`src/hw/pwr_pkg.sv`:
```
// ==========================================================================
// shared constants for the power-off / wake-up sequencer
// ==========================================================================
package pwr_pkg;
    // ======================================================================
    // clocks and timing
    // ======================================================================
    localparam int          CORE_CLK_HZ      = 20_000_000;  // core clock rate
    localparam int          XTAL_HZ_DEF      = 10_000_000;  // default crystal rate
    localparam int          RST_CNT_W        = 16;          // wake reset counter width
    localparam int          RST_XTAL_PERIODS = 65535;       // wake reset length in crystal periods
    localparam int          N_EXT_DEF        = 8;           // default count of external lines

    // ======================================================================
    // register map (byte addresses)
    // ======================================================================
    localparam int          ADDR_W        = 6;
    localparam logic [5:0]  OFS_CTRL      = 6'h00;
    localparam logic [5:0]  OFS_WAKE_EN   = 6'h04;
    localparam logic [5:0]  OFS_EXT_MASK  = 6'h08;
    localparam logic [5:0]  OFS_EXT_PEND  = 6'h0c;
    localparam logic [5:0]  OFS_SRC_PEND  = 6'h10;
    localparam logic [5:0]  OFS_INFO_A    = 6'h14;
    localparam logic [5:0]  OFS_INFO_B    = 6'h18;
    localparam logic [5:0]  OFS_GPIO_DIR  = 6'h1c;
    localparam logic [5:0]  OFS_GPIO_DATA = 6'h20;
    localparam logic [5:0]  OFS_STATUS    = 6'h24;
    localparam logic [5:0]  OFS_INT_STAT  = 6'h28;
    localparam logic [5:0]  OFS_INT_MASK  = 6'h2c;

    // ======================================================================
    // field positions
    // ======================================================================
    localparam int          CTRL_ENTER_BIT = 0;   // write 1: enter power-off
    localparam int          WAKE_RTC_BIT   = 31;  // rtc alarm wake enable
    localparam int          SRC_EXT_BIT    = 0;   // source pending: external group
    localparam int          SRC_RTC_BIT    = 1;   // source pending: rtc alarm
    localparam int          INT_WAKE_BIT   = 0;   // event: wake reset finished
    localparam int          INT_EXT_BIT    = 1;   // event: external pending set
    localparam int          INT_RTC_BIT    = 2;   // event: rtc alarm in run mode
    localparam int          INT_W          = 3;

    // ======================================================================
    // reset values
    // ======================================================================
    localparam logic [31:0] INFO_RST      = 32'h0000_0000;
    localparam logic [31:0] EXT_MASK_RST  = 32'hffff_ffff;
    localparam logic [31:0] ZERO_RST      = 32'h0000_0000;

    // ======================================================================
    // sequencer states
    // ======================================================================
    typedef enum logic [1:0] {
        ST_RUN  = 2'b00,
        ST_OFF  = 2'b01,
        ST_WAKE = 2'b10
    } pwr_state_e;
endpackage

```
`src/hw/wake_if.sv`:
```
`timescale 1ns/1ps
// ==========================================================================
// link between sequencer and wake reset counter
// ==========================================================================
interface wake_if;
    logic start;  // one-cycle pulse: begin reset stretch
    logic tick;   // one-cycle crystal period enable
    logic busy;   // stretch running
    logic done;   // one-cycle pulse: stretch finished

    modport ctl (output start, output tick, input busy, input done);
    modport cnt (input start, input tick, output busy, output done);
endinterface

```
`src/hw/reset_stretch.sv`:
```
`timescale 1ns/1ps
// ==========================================================================
// wake reset length counter, counts crystal periods
// ==========================================================================
module reset_stretch
    import pwr_pkg::*;
#(
    parameter int CNT_W = RST_CNT_W,
    parameter int LEN   = RST_XTAL_PERIODS
) (
    input  wire logic clk_i,
    input  wire logic rst_n_i,
    wake_if.cnt       w
);
    localparam logic [CNT_W-1:0] LAST = CNT_W'(LEN - 1);

    logic [CNT_W-1:0] cnt_reg;
    logic [CNT_W-1:0] cnt_next;
    logic             busy_reg;
    logic             busy_next;
    logic             done_reg;
    logic             done_next;

    // next count: run from start until the last crystal period
    always_comb begin
        cnt_next  = cnt_reg;
        busy_next = busy_reg;
        done_next = 1'b0;
        if (w.start) begin
            cnt_next  = '0;
            busy_next = 1'b1;
        end else if (busy_reg && w.tick) begin
            if (cnt_reg == LAST) begin
                busy_next = 1'b0;
                done_next = 1'b1;
            end else begin
                cnt_next = cnt_reg + 1'b1;
            end
        end
    end

    // count registers
    always_ff @(posedge clk_i or negedge rst_n_i) begin
        if (!rst_n_i) begin
            cnt_reg  <= '0;
            busy_reg <= 1'b0;
            done_reg <= 1'b0;
        end else begin
            cnt_reg  <= cnt_next;
            busy_reg <= busy_next;
            done_reg <= done_next;
        end
    end

    assign w.busy = busy_reg;
    assign w.done = done_reg;
endmodule

```
`src/hw/power_off_wakeup_sequencer.sv`:
```
// The register offsets and register access over Avalon-MM were chosen for this implementation.
`timescale 1ns/1ps
// ==========================================================================
// Summary of operation
// software leaves wake source unmasked for pending
// masked wake source wakes, sets no pending
// both info words hold through power-off
// software saves state into info words first
// enabled wake event asserts internal reset
// wake reset lasts 65535 crystal periods
// gpio keeps driven level or input in power-off
// software drives unloaded outputs high in power-off
// rtc wake leaves rtc source pending clear
// info words cleared only by pin or watchdog
// ==========================================================================
module power_off_wakeup_sequencer
    import pwr_pkg::*;
#(
    parameter int N_EXT            = N_EXT_DEF,
    parameter int N_GPIO           = 16,
    parameter int XTAL_HZ          = XTAL_HZ_DEF,
    parameter int RST_XTAL_PERIODS_P = RST_XTAL_PERIODS
) (
    input  wire logic              core_clk_i,
    input  wire logic              resetn_i,
    // avalon-mm slave
    input  wire logic [ADDR_W-1:0] avs_address_i,
    input  wire logic              avs_read_i,
    input  wire logic              avs_write_i,
    input  wire logic [31:0]       avs_writedata_i,
    input  wire logic [3:0]        avs_byteenable_i,
    output logic      [31:0]       avs_readdata_o,
    output logic                   avs_waitrequest_o,
    // wake sources and watchdog reset
    input  wire logic [N_EXT-1:0]  ext_irq_i,
    input  wire logic              rtc_alarm_i,
    input  wire logic              watchdog_reset_i,
    // outputs
    output logic                   internal_reset_o,
    output logic                   power_off_o,
    output logic [N_GPIO-1:0]      gpio_out_o,
    output logic [N_GPIO-1:0]      gpio_oe_o,
    output logic                   irq_o
);
    // ======================================================================
    // derived timing
    // ======================================================================
    localparam int XTAL_DIV = (CORE_CLK_HZ + XTAL_HZ - 1) / XTAL_HZ;
    localparam int DIV_W    = (XTAL_DIV > 1) ? $clog2(XTAL_DIV) : 1;
    localparam logic [DIV_W-1:0] DIV_LAST = DIV_W'(XTAL_DIV - 1);

    // byte-lane merge, used by every writable register except ctrl, which only checks byte lane 0
    function automatic logic [31:0] merge(input logic [31:0] old, input logic [31:0] wd,
                                          input logic [3:0] be);
        logic [31:0] r;
        r = old;
        for (int i = 0; i < 4; i++) begin
            if (be[i]) begin
                r[i*8 +: 8] = wd[i*8 +: 8];
            end
        end
        return r;
    endfunction

    // ======================================================================
    // reset synchroniser
    // ======================================================================
    logic rst_meta_reg;
    logic rst_n;

    // two-flop release of the external reset pin
    always_ff @(posedge core_clk_i or negedge resetn_i) begin
        if (!resetn_i) begin
            rst_meta_reg <= 1'b0;
            rst_n        <= 1'b0;
        end else begin
            rst_meta_reg <= 1'b1;
            rst_n        <= rst_meta_reg;
        end
    end

    // ======================================================================
    // crystal period divider and wake reset counter
    // ======================================================================
    wake_if wk();

    logic [DIV_W-1:0] div_reg;
    logic [DIV_W-1:0] div_next;
    logic             tick_reg;
    logic             tick_next;
    logic             start_reg;
    logic             start_next;

    // divider giving one pulse per crystal period
    always_comb begin
        div_next  = (div_reg == DIV_LAST) ? '0 : div_reg + 1'b1;
        tick_next = (div_reg == DIV_LAST);
    end

    always_ff @(posedge core_clk_i or negedge rst_n) begin
        if (!rst_n) begin
            div_reg  <= '0;
            tick_reg <= 1'b0;
        end else begin
            div_reg  <= div_next;
            tick_reg <= tick_next;
        end
    end

    assign wk.tick  = tick_reg;
    assign wk.start = start_reg;

    reset_stretch #(
        .CNT_W (RST_CNT_W),
        .LEN   (RST_XTAL_PERIODS_P)
    ) u_stretch (
        .clk_i   (core_clk_i),
        .rst_n_i (rst_n),
        .w       (wk.cnt)
    );

    // ======================================================================
    // register and sequencer state
    // ======================================================================
    pwr_state_e        state_reg, state_next;
    logic [31:0]       wake_en_reg, wake_en_next;
    logic [N_EXT-1:0]  ext_mask_reg, ext_mask_next;
    logic [N_EXT-1:0]  ext_pend_reg, ext_pend_next;
    logic [1:0]        src_pend_reg, src_pend_next;
    logic [31:0]       info_a_reg, info_a_next;
    logic [31:0]       info_b_reg, info_b_next;
    logic [N_GPIO-1:0] gpio_dir_reg, gpio_dir_next;
    logic [N_GPIO-1:0] gpio_data_reg, gpio_data_next;
    logic [INT_W-1:0]  int_stat_reg, int_stat_next;
    logic [INT_W-1:0]  int_mask_reg, int_mask_next;
    logic              ireset_reg, ireset_next;
    logic              irq_reg, irq_next;
    logic [31:0]       rdata_reg, rdata_next;
    logic              wait_reg, wait_next;
    logic              rtc_prev_reg;
    logic [N_EXT-1:0]  ext_prev_reg;

    logic              acc;
    logic              wr;
    logic [N_EXT-1:0]  ext_rise;
    logic              rtc_rise;
    logic              wake_evt;
    logic [N_EXT-1:0]  ext_set;
    logic              rtc_set;
    logic [31:0]       wd32;

    // ======================================================================
    // event decode
    // ======================================================================
    always_comb begin
        acc      = (avs_read_i || avs_write_i) && wait_reg;
        wr       = avs_write_i && wait_reg && (state_reg == ST_RUN);
        ext_rise = ext_irq_i & ~ext_prev_reg;
        rtc_rise = rtc_alarm_i && !rtc_prev_reg;
        // any enabled source wakes, mask or not
        wake_evt = (state_reg == ST_OFF) &&
                   ((|(ext_rise & wake_en_reg[N_EXT-1:0])) ||
                    (rtc_rise && wake_en_reg[WAKE_RTC_BIT]));
        // pending only for unmasked lines
        ext_set  = ext_rise & ~ext_mask_reg;
        // rtc pending never set by a wake from power-off
        rtc_set  = rtc_rise && (state_reg == ST_RUN);
        wd32     = avs_writedata_i;
    end

    // ======================================================================
    // next state of sequencer, registers and bus
    // ======================================================================
    always_comb begin
        state_next     = state_reg;
        start_next     = 1'b0;
        ireset_next    = ireset_reg;
        wake_en_next   = wake_en_reg;
        ext_mask_next  = ext_mask_reg;
        ext_pend_next  = ext_pend_reg;
        src_pend_next  = src_pend_reg;
        info_a_next    = info_a_reg;
        info_b_next    = info_b_reg;
        gpio_dir_next  = gpio_dir_reg;
        gpio_data_next = gpio_data_reg;
        int_stat_next  = int_stat_reg;
        int_mask_next  = int_mask_reg;
        wait_next      = !acc;
        rdata_next     = rdata_reg;

        // software writes, run mode only; clears before sets
        if (wr) begin
            if (avs_address_i == OFS_CTRL) begin
                if (avs_byteenable_i[0] && wd32[CTRL_ENTER_BIT]) begin
                    state_next = ST_OFF;
                end
            end else if (avs_address_i == OFS_WAKE_EN) begin
                wake_en_next = merge(wake_en_reg, wd32, avs_byteenable_i);
            end else if (avs_address_i == OFS_EXT_MASK) begin
                ext_mask_next = N_EXT'(merge(32'(ext_mask_reg), wd32, avs_byteenable_i));
            end else if (avs_address_i == OFS_EXT_PEND) begin
                ext_pend_next = ext_pend_reg & ~N_EXT'(merge(ZERO_RST, wd32, avs_byteenable_i));
            end else if (avs_address_i == OFS_SRC_PEND) begin
                src_pend_next = src_pend_reg & ~2'(merge(ZERO_RST, wd32, avs_byteenable_i));
            end else if (avs_address_i == OFS_INFO_A) begin
                info_a_next = merge(info_a_reg, wd32, avs_byteenable_i);
            end else if (avs_address_i == OFS_INFO_B) begin
                info_b_next = merge(info_b_reg, wd32, avs_byteenable_i);
            end else if (avs_address_i == OFS_GPIO_DIR) begin
                gpio_dir_next = N_GPIO'(merge(32'(gpio_dir_reg), wd32, avs_byteenable_i));
            end else if (avs_address_i == OFS_GPIO_DATA) begin
                gpio_data_next = N_GPIO'(merge(32'(gpio_data_reg), wd32, avs_byteenable_i));
            end else if (avs_address_i == OFS_INT_STAT) begin
                int_stat_next = int_stat_reg & ~INT_W'(merge(ZERO_RST, wd32, avs_byteenable_i));
            end else if (avs_address_i == OFS_INT_MASK) begin
                int_mask_next = INT_W'(merge(32'(int_mask_reg), wd32, avs_byteenable_i));
            end
        end

        // hardware sets win over software clears
        ext_pend_next = ext_pend_next | ext_set;
        if (|ext_set) begin
            src_pend_next[SRC_EXT_BIT] = 1'b1;
            int_stat_next[INT_EXT_BIT] = 1'b1;
        end
        if (rtc_set) begin
            src_pend_next[SRC_RTC_BIT] = 1'b1;
            int_stat_next[INT_RTC_BIT] = 1'b1;
        end

        // sequencer
        case (state_reg)
            ST_OFF: begin
                if (wake_evt) begin
                    state_next  = ST_WAKE;
                    ireset_next = 1'b1;
                    start_next  = 1'b1;
                end
            end
            ST_WAKE: begin
                if (wk.done) begin
                    state_next                 = ST_RUN;
                    ireset_next                = 1'b0;
                    int_stat_next[INT_WAKE_BIT] = 1'b1;
                end
            end
            default: begin
                ireset_next = 1'b0;
            end
        endcase

        // watchdog clears the retained words
        if (watchdog_reset_i) begin
            info_a_next = INFO_RST;
            info_b_next = INFO_RST;
        end

        // read data, unmapped reads give zero
        if (acc && avs_read_i) begin
            if (avs_address_i == OFS_WAKE_EN) begin
                rdata_next = wake_en_reg;
            end else if (avs_address_i == OFS_EXT_MASK) begin
                rdata_next = 32'(ext_mask_reg);
            end else if (avs_address_i == OFS_EXT_PEND) begin
                rdata_next = 32'(ext_pend_reg);
            end else if (avs_address_i == OFS_SRC_PEND) begin
                rdata_next = 32'(src_pend_reg);
            end else if (avs_address_i == OFS_INFO_A) begin
                rdata_next = info_a_reg;
            end else if (avs_address_i == OFS_INFO_B) begin
                rdata_next = info_b_reg;
            end else if (avs_address_i == OFS_GPIO_DIR) begin
                rdata_next = 32'(gpio_dir_reg);
            end else if (avs_address_i == OFS_GPIO_DATA) begin
                rdata_next = 32'(gpio_data_reg);
            end else if (avs_address_i == OFS_STATUS) begin
                rdata_next = {29'h0, ireset_reg, 2'(state_reg)};
            end else if (avs_address_i == OFS_INT_STAT) begin
                rdata_next = 32'(int_stat_reg);
            end else if (avs_address_i == OFS_INT_MASK) begin
                rdata_next = 32'(int_mask_reg);
            end else begin
                rdata_next = ZERO_RST;
            end
        end

        irq_next = |(int_stat_next & int_mask_next);
    end

    // ======================================================================
    // registers
    // ======================================================================
    always_ff @(posedge core_clk_i or negedge rst_n) begin
        if (!rst_n) begin
            state_reg     <= ST_RUN;
            start_reg     <= 1'b0;
            ireset_reg    <= 1'b0;
            wake_en_reg   <= ZERO_RST;
            ext_mask_reg  <= EXT_MASK_RST[N_EXT-1:0];
            ext_pend_reg  <= '0;
            src_pend_reg  <= '0;
            info_a_reg    <= INFO_RST;
            info_b_reg    <= INFO_RST;
            gpio_dir_reg  <= '0;
            gpio_data_reg <= '0;
            int_stat_reg  <= '0;
            int_mask_reg  <= '0;
            irq_reg       <= 1'b0;
            rdata_reg     <= ZERO_RST;
            wait_reg      <= 1'b1;
            rtc_prev_reg  <= 1'b0;
            ext_prev_reg  <= '0;
        end else begin
            state_reg     <= state_next;
            start_reg     <= start_next;
            ireset_reg    <= ireset_next;
            wake_en_reg   <= wake_en_next;
            ext_mask_reg  <= ext_mask_next;
            ext_pend_reg  <= ext_pend_next;
            src_pend_reg  <= src_pend_next;
            info_a_reg    <= info_a_next;
            info_b_reg    <= info_b_next;
            gpio_dir_reg  <= gpio_dir_next;
            gpio_data_reg <= gpio_data_next;
            int_stat_reg  <= int_stat_next;
            int_mask_reg  <= int_mask_next;
            irq_reg       <= irq_next;
            rdata_reg     <= rdata_next;
            wait_reg      <= wait_next;
            rtc_prev_reg  <= rtc_alarm_i;
            ext_prev_reg  <= ext_irq_i;
        end
    end

    // ======================================================================
    // outputs, all straight from flops
    // ======================================================================
    assign avs_readdata_o    = rdata_reg;
    assign avs_waitrequest_o = wait_reg;
    assign internal_reset_o  = ireset_reg;
    assign power_off_o       = state_reg[0];
    assign gpio_out_o        = gpio_data_reg;
    assign gpio_oe_o         = gpio_dir_reg;
    assign irq_o             = irq_reg;
endmodule

```
`config.mk`:
```
export PLATFORM = sky130hd
export DESIGN_NAME = power_off_wakeup_sequencer
export DESIGN_NICKNAME = d
export VERILOG_FILES = /design/src/hw/pwr_pkg.sv /design/src/hw/wake_if.sv /design/src/hw/reset_stretch.sv /design/src/hw/power_off_wakeup_sequencer.sv
export SDC_FILE = /design/constraint.sdc
export NUM_CORES = 1
export LEC_CHECK = 0
export ABC_AREA = 1
export BUFFER_PORTS_ARGS = -buffer_cell sky130_fd_sc_hd__buf_2
export CAP_MARGIN = 15
export CORE_MARGIN = 4
export CORE_UTILIZATION = 60
export DETAILED_ROUTE_END_ITERATION = 7
export GPL_TIMING_DRIVEN = 0
export PLACE_DENSITY_LB_ADDON = 0.1
export SYNTH_ARGS = -nofsm -noshare
export SYNTH_HDL_FRONTEND = slang
export SYNTH_SLANG_ARGS = --single-unit
```
`constraint.sdc`:
```
create_clock -name core_clk_i -period 13.81 [get_ports core_clk_i]
set_input_delay 2.0715 -clock core_clk_i [delete_from_list [all_inputs] [get_ports core_clk_i]]
set_output_delay 2.0715 -clock core_clk_i [all_outputs]
set_load 0.005 [all_outputs]
```
======== After elaboration in Yosys (flattened, before gate mapping) ========
Index checks and enable logic that the tools add are counted.
storage, ports and cells
  bits in registers ....................... 221
  output and inout port bits .............. 68
  word-level logic and storage cells ...... 262
operators by class
  add/subtract/negate cells ............... 2
  eq/ne operators ......................... 31
  mux-type cells .......................... 117
  bitwise gates (word level) .............. 21
  reduce and logical (&&, ||, !) cells .... 54
operators with widths
  kind                                                             count
  32-bit 2-to-1 mux                                                23
  8-bit 2-to-1 mux                                                 15
  3-bit 2-to-1 mux                                                 38
  16-bit 2-to-1 mux                                                5
  9-bit AND reduction                                              4
  2-bit 2-to-1 mux                                                 17
  8-bit bitwise AND                                                4
  8-bit AND reduction                                              4
  2-bit != test, second input constant                             15
  2-bit nonzero test                                               13
  6-bit by 5-bit == test with 1-bit output, second input constant  4
  6-bit == test, second input constant                             4
  8-bit NOT                                                        3
  11-bit AND reduction                                             2
  10-bit AND reduction                                             2
  1-bit 2-to-1 mux                                                 17
  16-bit by 1-bit adder with 16-bit output, second input constant  1
  16-bit == test, second input constant                            1
  4-bit AND reduction                                              4
  8-bit OR reduction                                               2
  6-bit by 4-bit == test with 1-bit output, second input constant  2
  6-bit AND reduction                                              2
  1-bit logical AND                                                10
  1-bit NOT                                                        8
  19 further kinds                                                 25

======== Longest topological paths before layout ========
  word-level depth ........................ 29
  depth in mapped cells ................... 13
  depth with buffers taken out ............ 12

======== Hierarchy ========
Synthesis repeated with hierarchy kept, for this count alone.
second synthesis, totals
  cell total of the unflattened synthesis .. 1244
  area total of the unflattened synthesis .. 10291.1 µm²
modules (own cells, without submodules)
  module                      instances  cells an instance  area each (µm²)  seq. area each (µm²)
  power_off_wakeup_sequencer  1          1077               9138.8           5091.1
  reset_stretch               1          167                1152.4           450.4

======== Worst setup path before layout ========
No wires, ideal clock.
  path type ............................... input to register
  start ................................... input port avs_address_i[1]
  end ..................................... register info_b_reg[10]
  library setup time ...................... 0.125 ns
  arrival ................................. 3.273 ns
  required time ........................... 13.685 ns
  setup slack ............................. 10.412 ns
  stages .................................. 7
  cells stage by stage .................... nor2_1 -> buf_4 -> nand2_2 -> nor2_4 -> a21oi_4 -> nor2_8 -> mux2_2
on the way
  longest elaborated chain between the ends .. 3
RTL lines
  what                                                                    line                               text
  start, declared                                                         power_off_wakeup_sequencer.sv:27   input wire logic [ADDR_W-1:0] avs_address_i,
  6-bit by 5-bit == test with 1-bit output, or another cell as far along  power_off_wakeup_sequencer.sv:205  end else if (avs_address_i == OFS_INFO_A) begin
  2-bit != test (no line) / 2-bit nonzero test (equally long branches)    --
  9-bit AND reduction (no line) (*)                                       --
  end signal, assigned                                                    power_off_wakeup_sequencer.sv:322  info_b_reg <= info_b_next;
  end, declared                                                           power_off_wakeup_sequencer.sv:131  logic [31:0] info_b_reg, info_b_next;
Every way passes the cells marked *; elsewhere a longest branch is shown, timed or not.
A chain may end at the register's enable or synchronous reset.

======== Worst setup path after layout ========
  start ................................... input port avs_address_i[2]
  end ..................................... register rdata_reg[10], in the netlist avs_readdata_o[10]
on the way
  longest elaborated chain between the ends .. 9
RTL lines
  what                   line                               text
  6-bit == test          power_off_wakeup_sequencer.sv:274  end else if (avs_address_i == OFS_GPIO_DATA) begin
  16-bit 2-to-1 mux      power_off_wakeup_sequencer.sv:274
  16-bit 2-to-1 mux      power_off_wakeup_sequencer.sv:272  end else if (avs_address_i == OFS_GPIO_DIR) begin
  32-bit 2-to-1 mux      power_off_wakeup_sequencer.sv:270  end else if (avs_address_i == OFS_INFO_B) begin
  32-bit 2-to-1 mux      power_off_wakeup_sequencer.sv:268  end else if (avs_address_i == OFS_INFO_A) begin
  32-bit 2-to-1 mux      power_off_wakeup_sequencer.sv:266  end else if (avs_address_i == OFS_SRC_PEND) begin
  32-bit 2-to-1 mux      power_off_wakeup_sequencer.sv:264  end else if (avs_address_i == OFS_EXT_PEND) begin
  32-bit 2-to-1 mux      power_off_wakeup_sequencer.sv:262  end else if (avs_address_i == OFS_EXT_MASK) begin
  32-bit 2-to-1 mux (*)  power_off_wakeup_sequencer.sv:260  if (avs_address_i == OFS_WAKE_EN) begin
  end signal, assigned   power_off_wakeup_sequencer.sv:328  rdata_reg <= rdata_next;
  end, declared          power_off_wakeup_sequencer.sv:138  logic [31:0] rdata_reg, rdata_next;
Marks and branches as above.

==> out/summary.txt <==
Status -> finished, final reports clean
Synth Cell Area -> 0.0105 mm2
CTS tree -> done
Die area -> 0.0197 mm2
Worst r2r path cells -> 8
Pwr per Cell Area -> 117 mW/mm2
Width of the die -> 141 um
Routed vias -> 9132
Fmax -> 300 MHz
Fin crit period -> 3.34 ns
Post-Syn Instances -> 1241
Core Box Area -> 0.0172 mm2
CTS Buffer Depth -> 3
Post-synth top area share -> 50.4%
Die Y -> 141 um
Critical-path cell list -> buf_2 -> inv_1 -> nand2_1 -> nor2_1 -> nand2_2 -> clkbuf_1 -> o22ai_1 -> nand3b_1 -> a21oi_1
Fin nets -> 1453
Worst Hold Slack -> 0.357 ns
WL per Instance -> 17.3 um
Syn. warnings -> 0
Family with the most delay on the worst path -> simple AND/OR/NAND/NOR gates
Most instantiated library cell after synthesis -> nand2_1
Internal reg-to-reg setup slack -> 11.46 ns
Final clock skew -> 0.0114 ns
VDD IR max -> 98.8 uV
CTS clk-pin slew, worst paths -> 0.06 ns
Crit-path slowest cell -> clkbuf_1
Slew margin rel. -> 53.4%
Hpwl dp -> 20300 um
Post-route ant nets -> 0
Post-CTS resize count -> 0
Met3 GRT Util -> 3.89%
Worst path required time -> 14.20 ns
Placed instance count -> 1592
Synth Flop Type -> dfrtp_1
Final Max Slew Viols -> 0
Setup TNS Final -> 0 ns
Vias per cell -> 5.59
Final setup margin -> 10.47 ns
Share of cells above drive strength 1 -> 18.6%
Synthesis-stage register bit count -> 221
GRT Total Usage -> 29.2%
Met2 Resource Use GR -> 47.8%
First-pass GRT wire length -> 46600 um
Initial Utilization -> 61.1%
Synth top cells by count -> nand2_1 (299), dfrtp_1 (212), o21ai_0 (142)
CP Depth -> 9
Max-cap violations -> 0
Post-synth top area cell -> dfrtp_1
Latest clock arrival within the worst-skew pair -> 0.51 ns
Crit path launch -> avs_address_i[2]
Total power -> 1.44 mW
Met1 Track Usage GR -> 41.4%
Sink Count -> 221
LEAKAGE -> 6.06 nW
Post-Syn Area per Cell -> 8.49 um2
CP bufs+invs -> 3
Critical Path Fanout Max -> 10
Syn_nets -> 1302
Critical Path AT -> 3.73 ns
Drt first pass iters -> 6
GR peak layer -> met2
H-tree levels -> 1
Non-filler cells, final -> 1634
Yosys cell types -> 47
Drt drc -> 0
Asr flop ratio synth -> 100%
Register area -> 0.00555 mm2
CTS Hold Buffers Added -> 0
Tcrit/Tclk final -> 24.2%
Routability cong. -> 0.920
Reg-to-reg critical path startpoint -> state_reg[0]
Detailed Route Iter0 Violations -> 629
CTS root buf -> clkbuf_16
Area of the multi-input gates -> 0.00421 mm2
Critical Path Max Stage Delay -> 0.34 ns
# rows -> 48
Final setup fails -> 0
Hold Crit Class -> flop to async pin
Port Buffers -> 123
Critical path class -> primary input to flop
Inserted Clock Buffers -> 23
Number of global-route vias before repair -> 9019
Fill cells -> 1371
Pre-CTS WS -> 10.00 ns
CP Capture Type -> flop
Number of synthesized flops with an enable pin -> 0
Post-CTS setup buffers -> 0
Initial antenna violation count -> 1
GRT overflow -> 0
Unrepaired setup endpoints after global routing -> false
Largest net degree at the start of global routing -> 67
Synth-to-Final Area Change -> 16.5%
I/O pin total -> 124
Startpoint Class -> primary input
Final Hold Viols -> 0
R2r endpoint -> info_a_reg[26]
Top cells by area, synth -> dfrtp_1 (50%), nand2_1 (11%), o21ai_0 (6.7%), inv_1 (4.9%), nor2_1 (3.5%)
Sequential area share after synthesis -> 52.6%
End of the critical path -> avs_readdata_o[10]
Final wirelength -> 28300 um
Worst-Margin Slew -> 0.699 ns
[worst min-delay path by stage]
| stage | to | slack [ns] | cells past startpoint |
|---|---|---|---|
| after detailed placement | rst_n | 0.35 | 0 |
| after global routing | rst_n | 0.36 | 0 |
| after floorplan | rst_n | 0.33 | 0 |
| final | wake_en_reg[28] | 0.36 | 0 |
| after CTS | rst_n | 0.36 | 0 |
| after global placement | rst_n | 0.33 | 0 |
[cell families (layout without fill, tap and decap cells)]
logic type | after synthesis | after routing | synth area share, %
AOI/OAI and AO/OA | 283 | 283 | 14.8
xor gates and xnor gates | 6 | 6 | 0.499
adders and majority gates | 5 | 5 | 0.594
buffers and inverters | 190 | 357 | 7.43
DFF | 221 | 221 | 52.6
muxes | 14 | 14 | 1.50
other | 1 | 2 | 0.0356
and+or+nand+nor | 521 | 521 | 22.6
[per-layer routing]
metal  routed length [um]  vias to the layer above
li1                     -                     4355
met1                12200                     4409
met2                13600                      310
met3                 1780                       56
met4                  713                        2
met5                   19                        -
[placed cells by master (no fill, tap or decap), drive strengths merged, types with 16 or more instances in the layout]
cell and instances:
nand2 306, dfrtp 212, o21ai 187, buf 150, inv 145, nor2 116
a21oi 56, clkbuf 54, nand3 45, o22ai 26, nand4 16
[where the power goes]
part           internal, mW  switching [mW]
sequential            0.676          0.0151
clock                 0.375           0.250
combinational        0.0419          0.0787
total                  1.09           0.344
[layout make-up]
cell class / count / share of cell area (%)
well taps: 225 / 2.29
multi-input cells: 830 / 34.3
diodes: 1 / 0.0204
repair buffers: 126 / 5.69
clock buffers: 34 / 5.19
inverters: 146 / 4.51
plain buffers: 44 / 1.88
flip-flops and latches: 221 / 45.2
clock inverters: 7 / 0.928
[stage by stage]
step / area [um2] / util (%)
after floorplan: 10500 / -
after global placement: 11400 / 66.3
after detailed placement: 11500 / 66.8
after CTS: 12300 / 71.2
after global routing: 12300 / 71.2
final: 12300 / 71.2
Note: power is estimated with default switching activity, not from simulation.
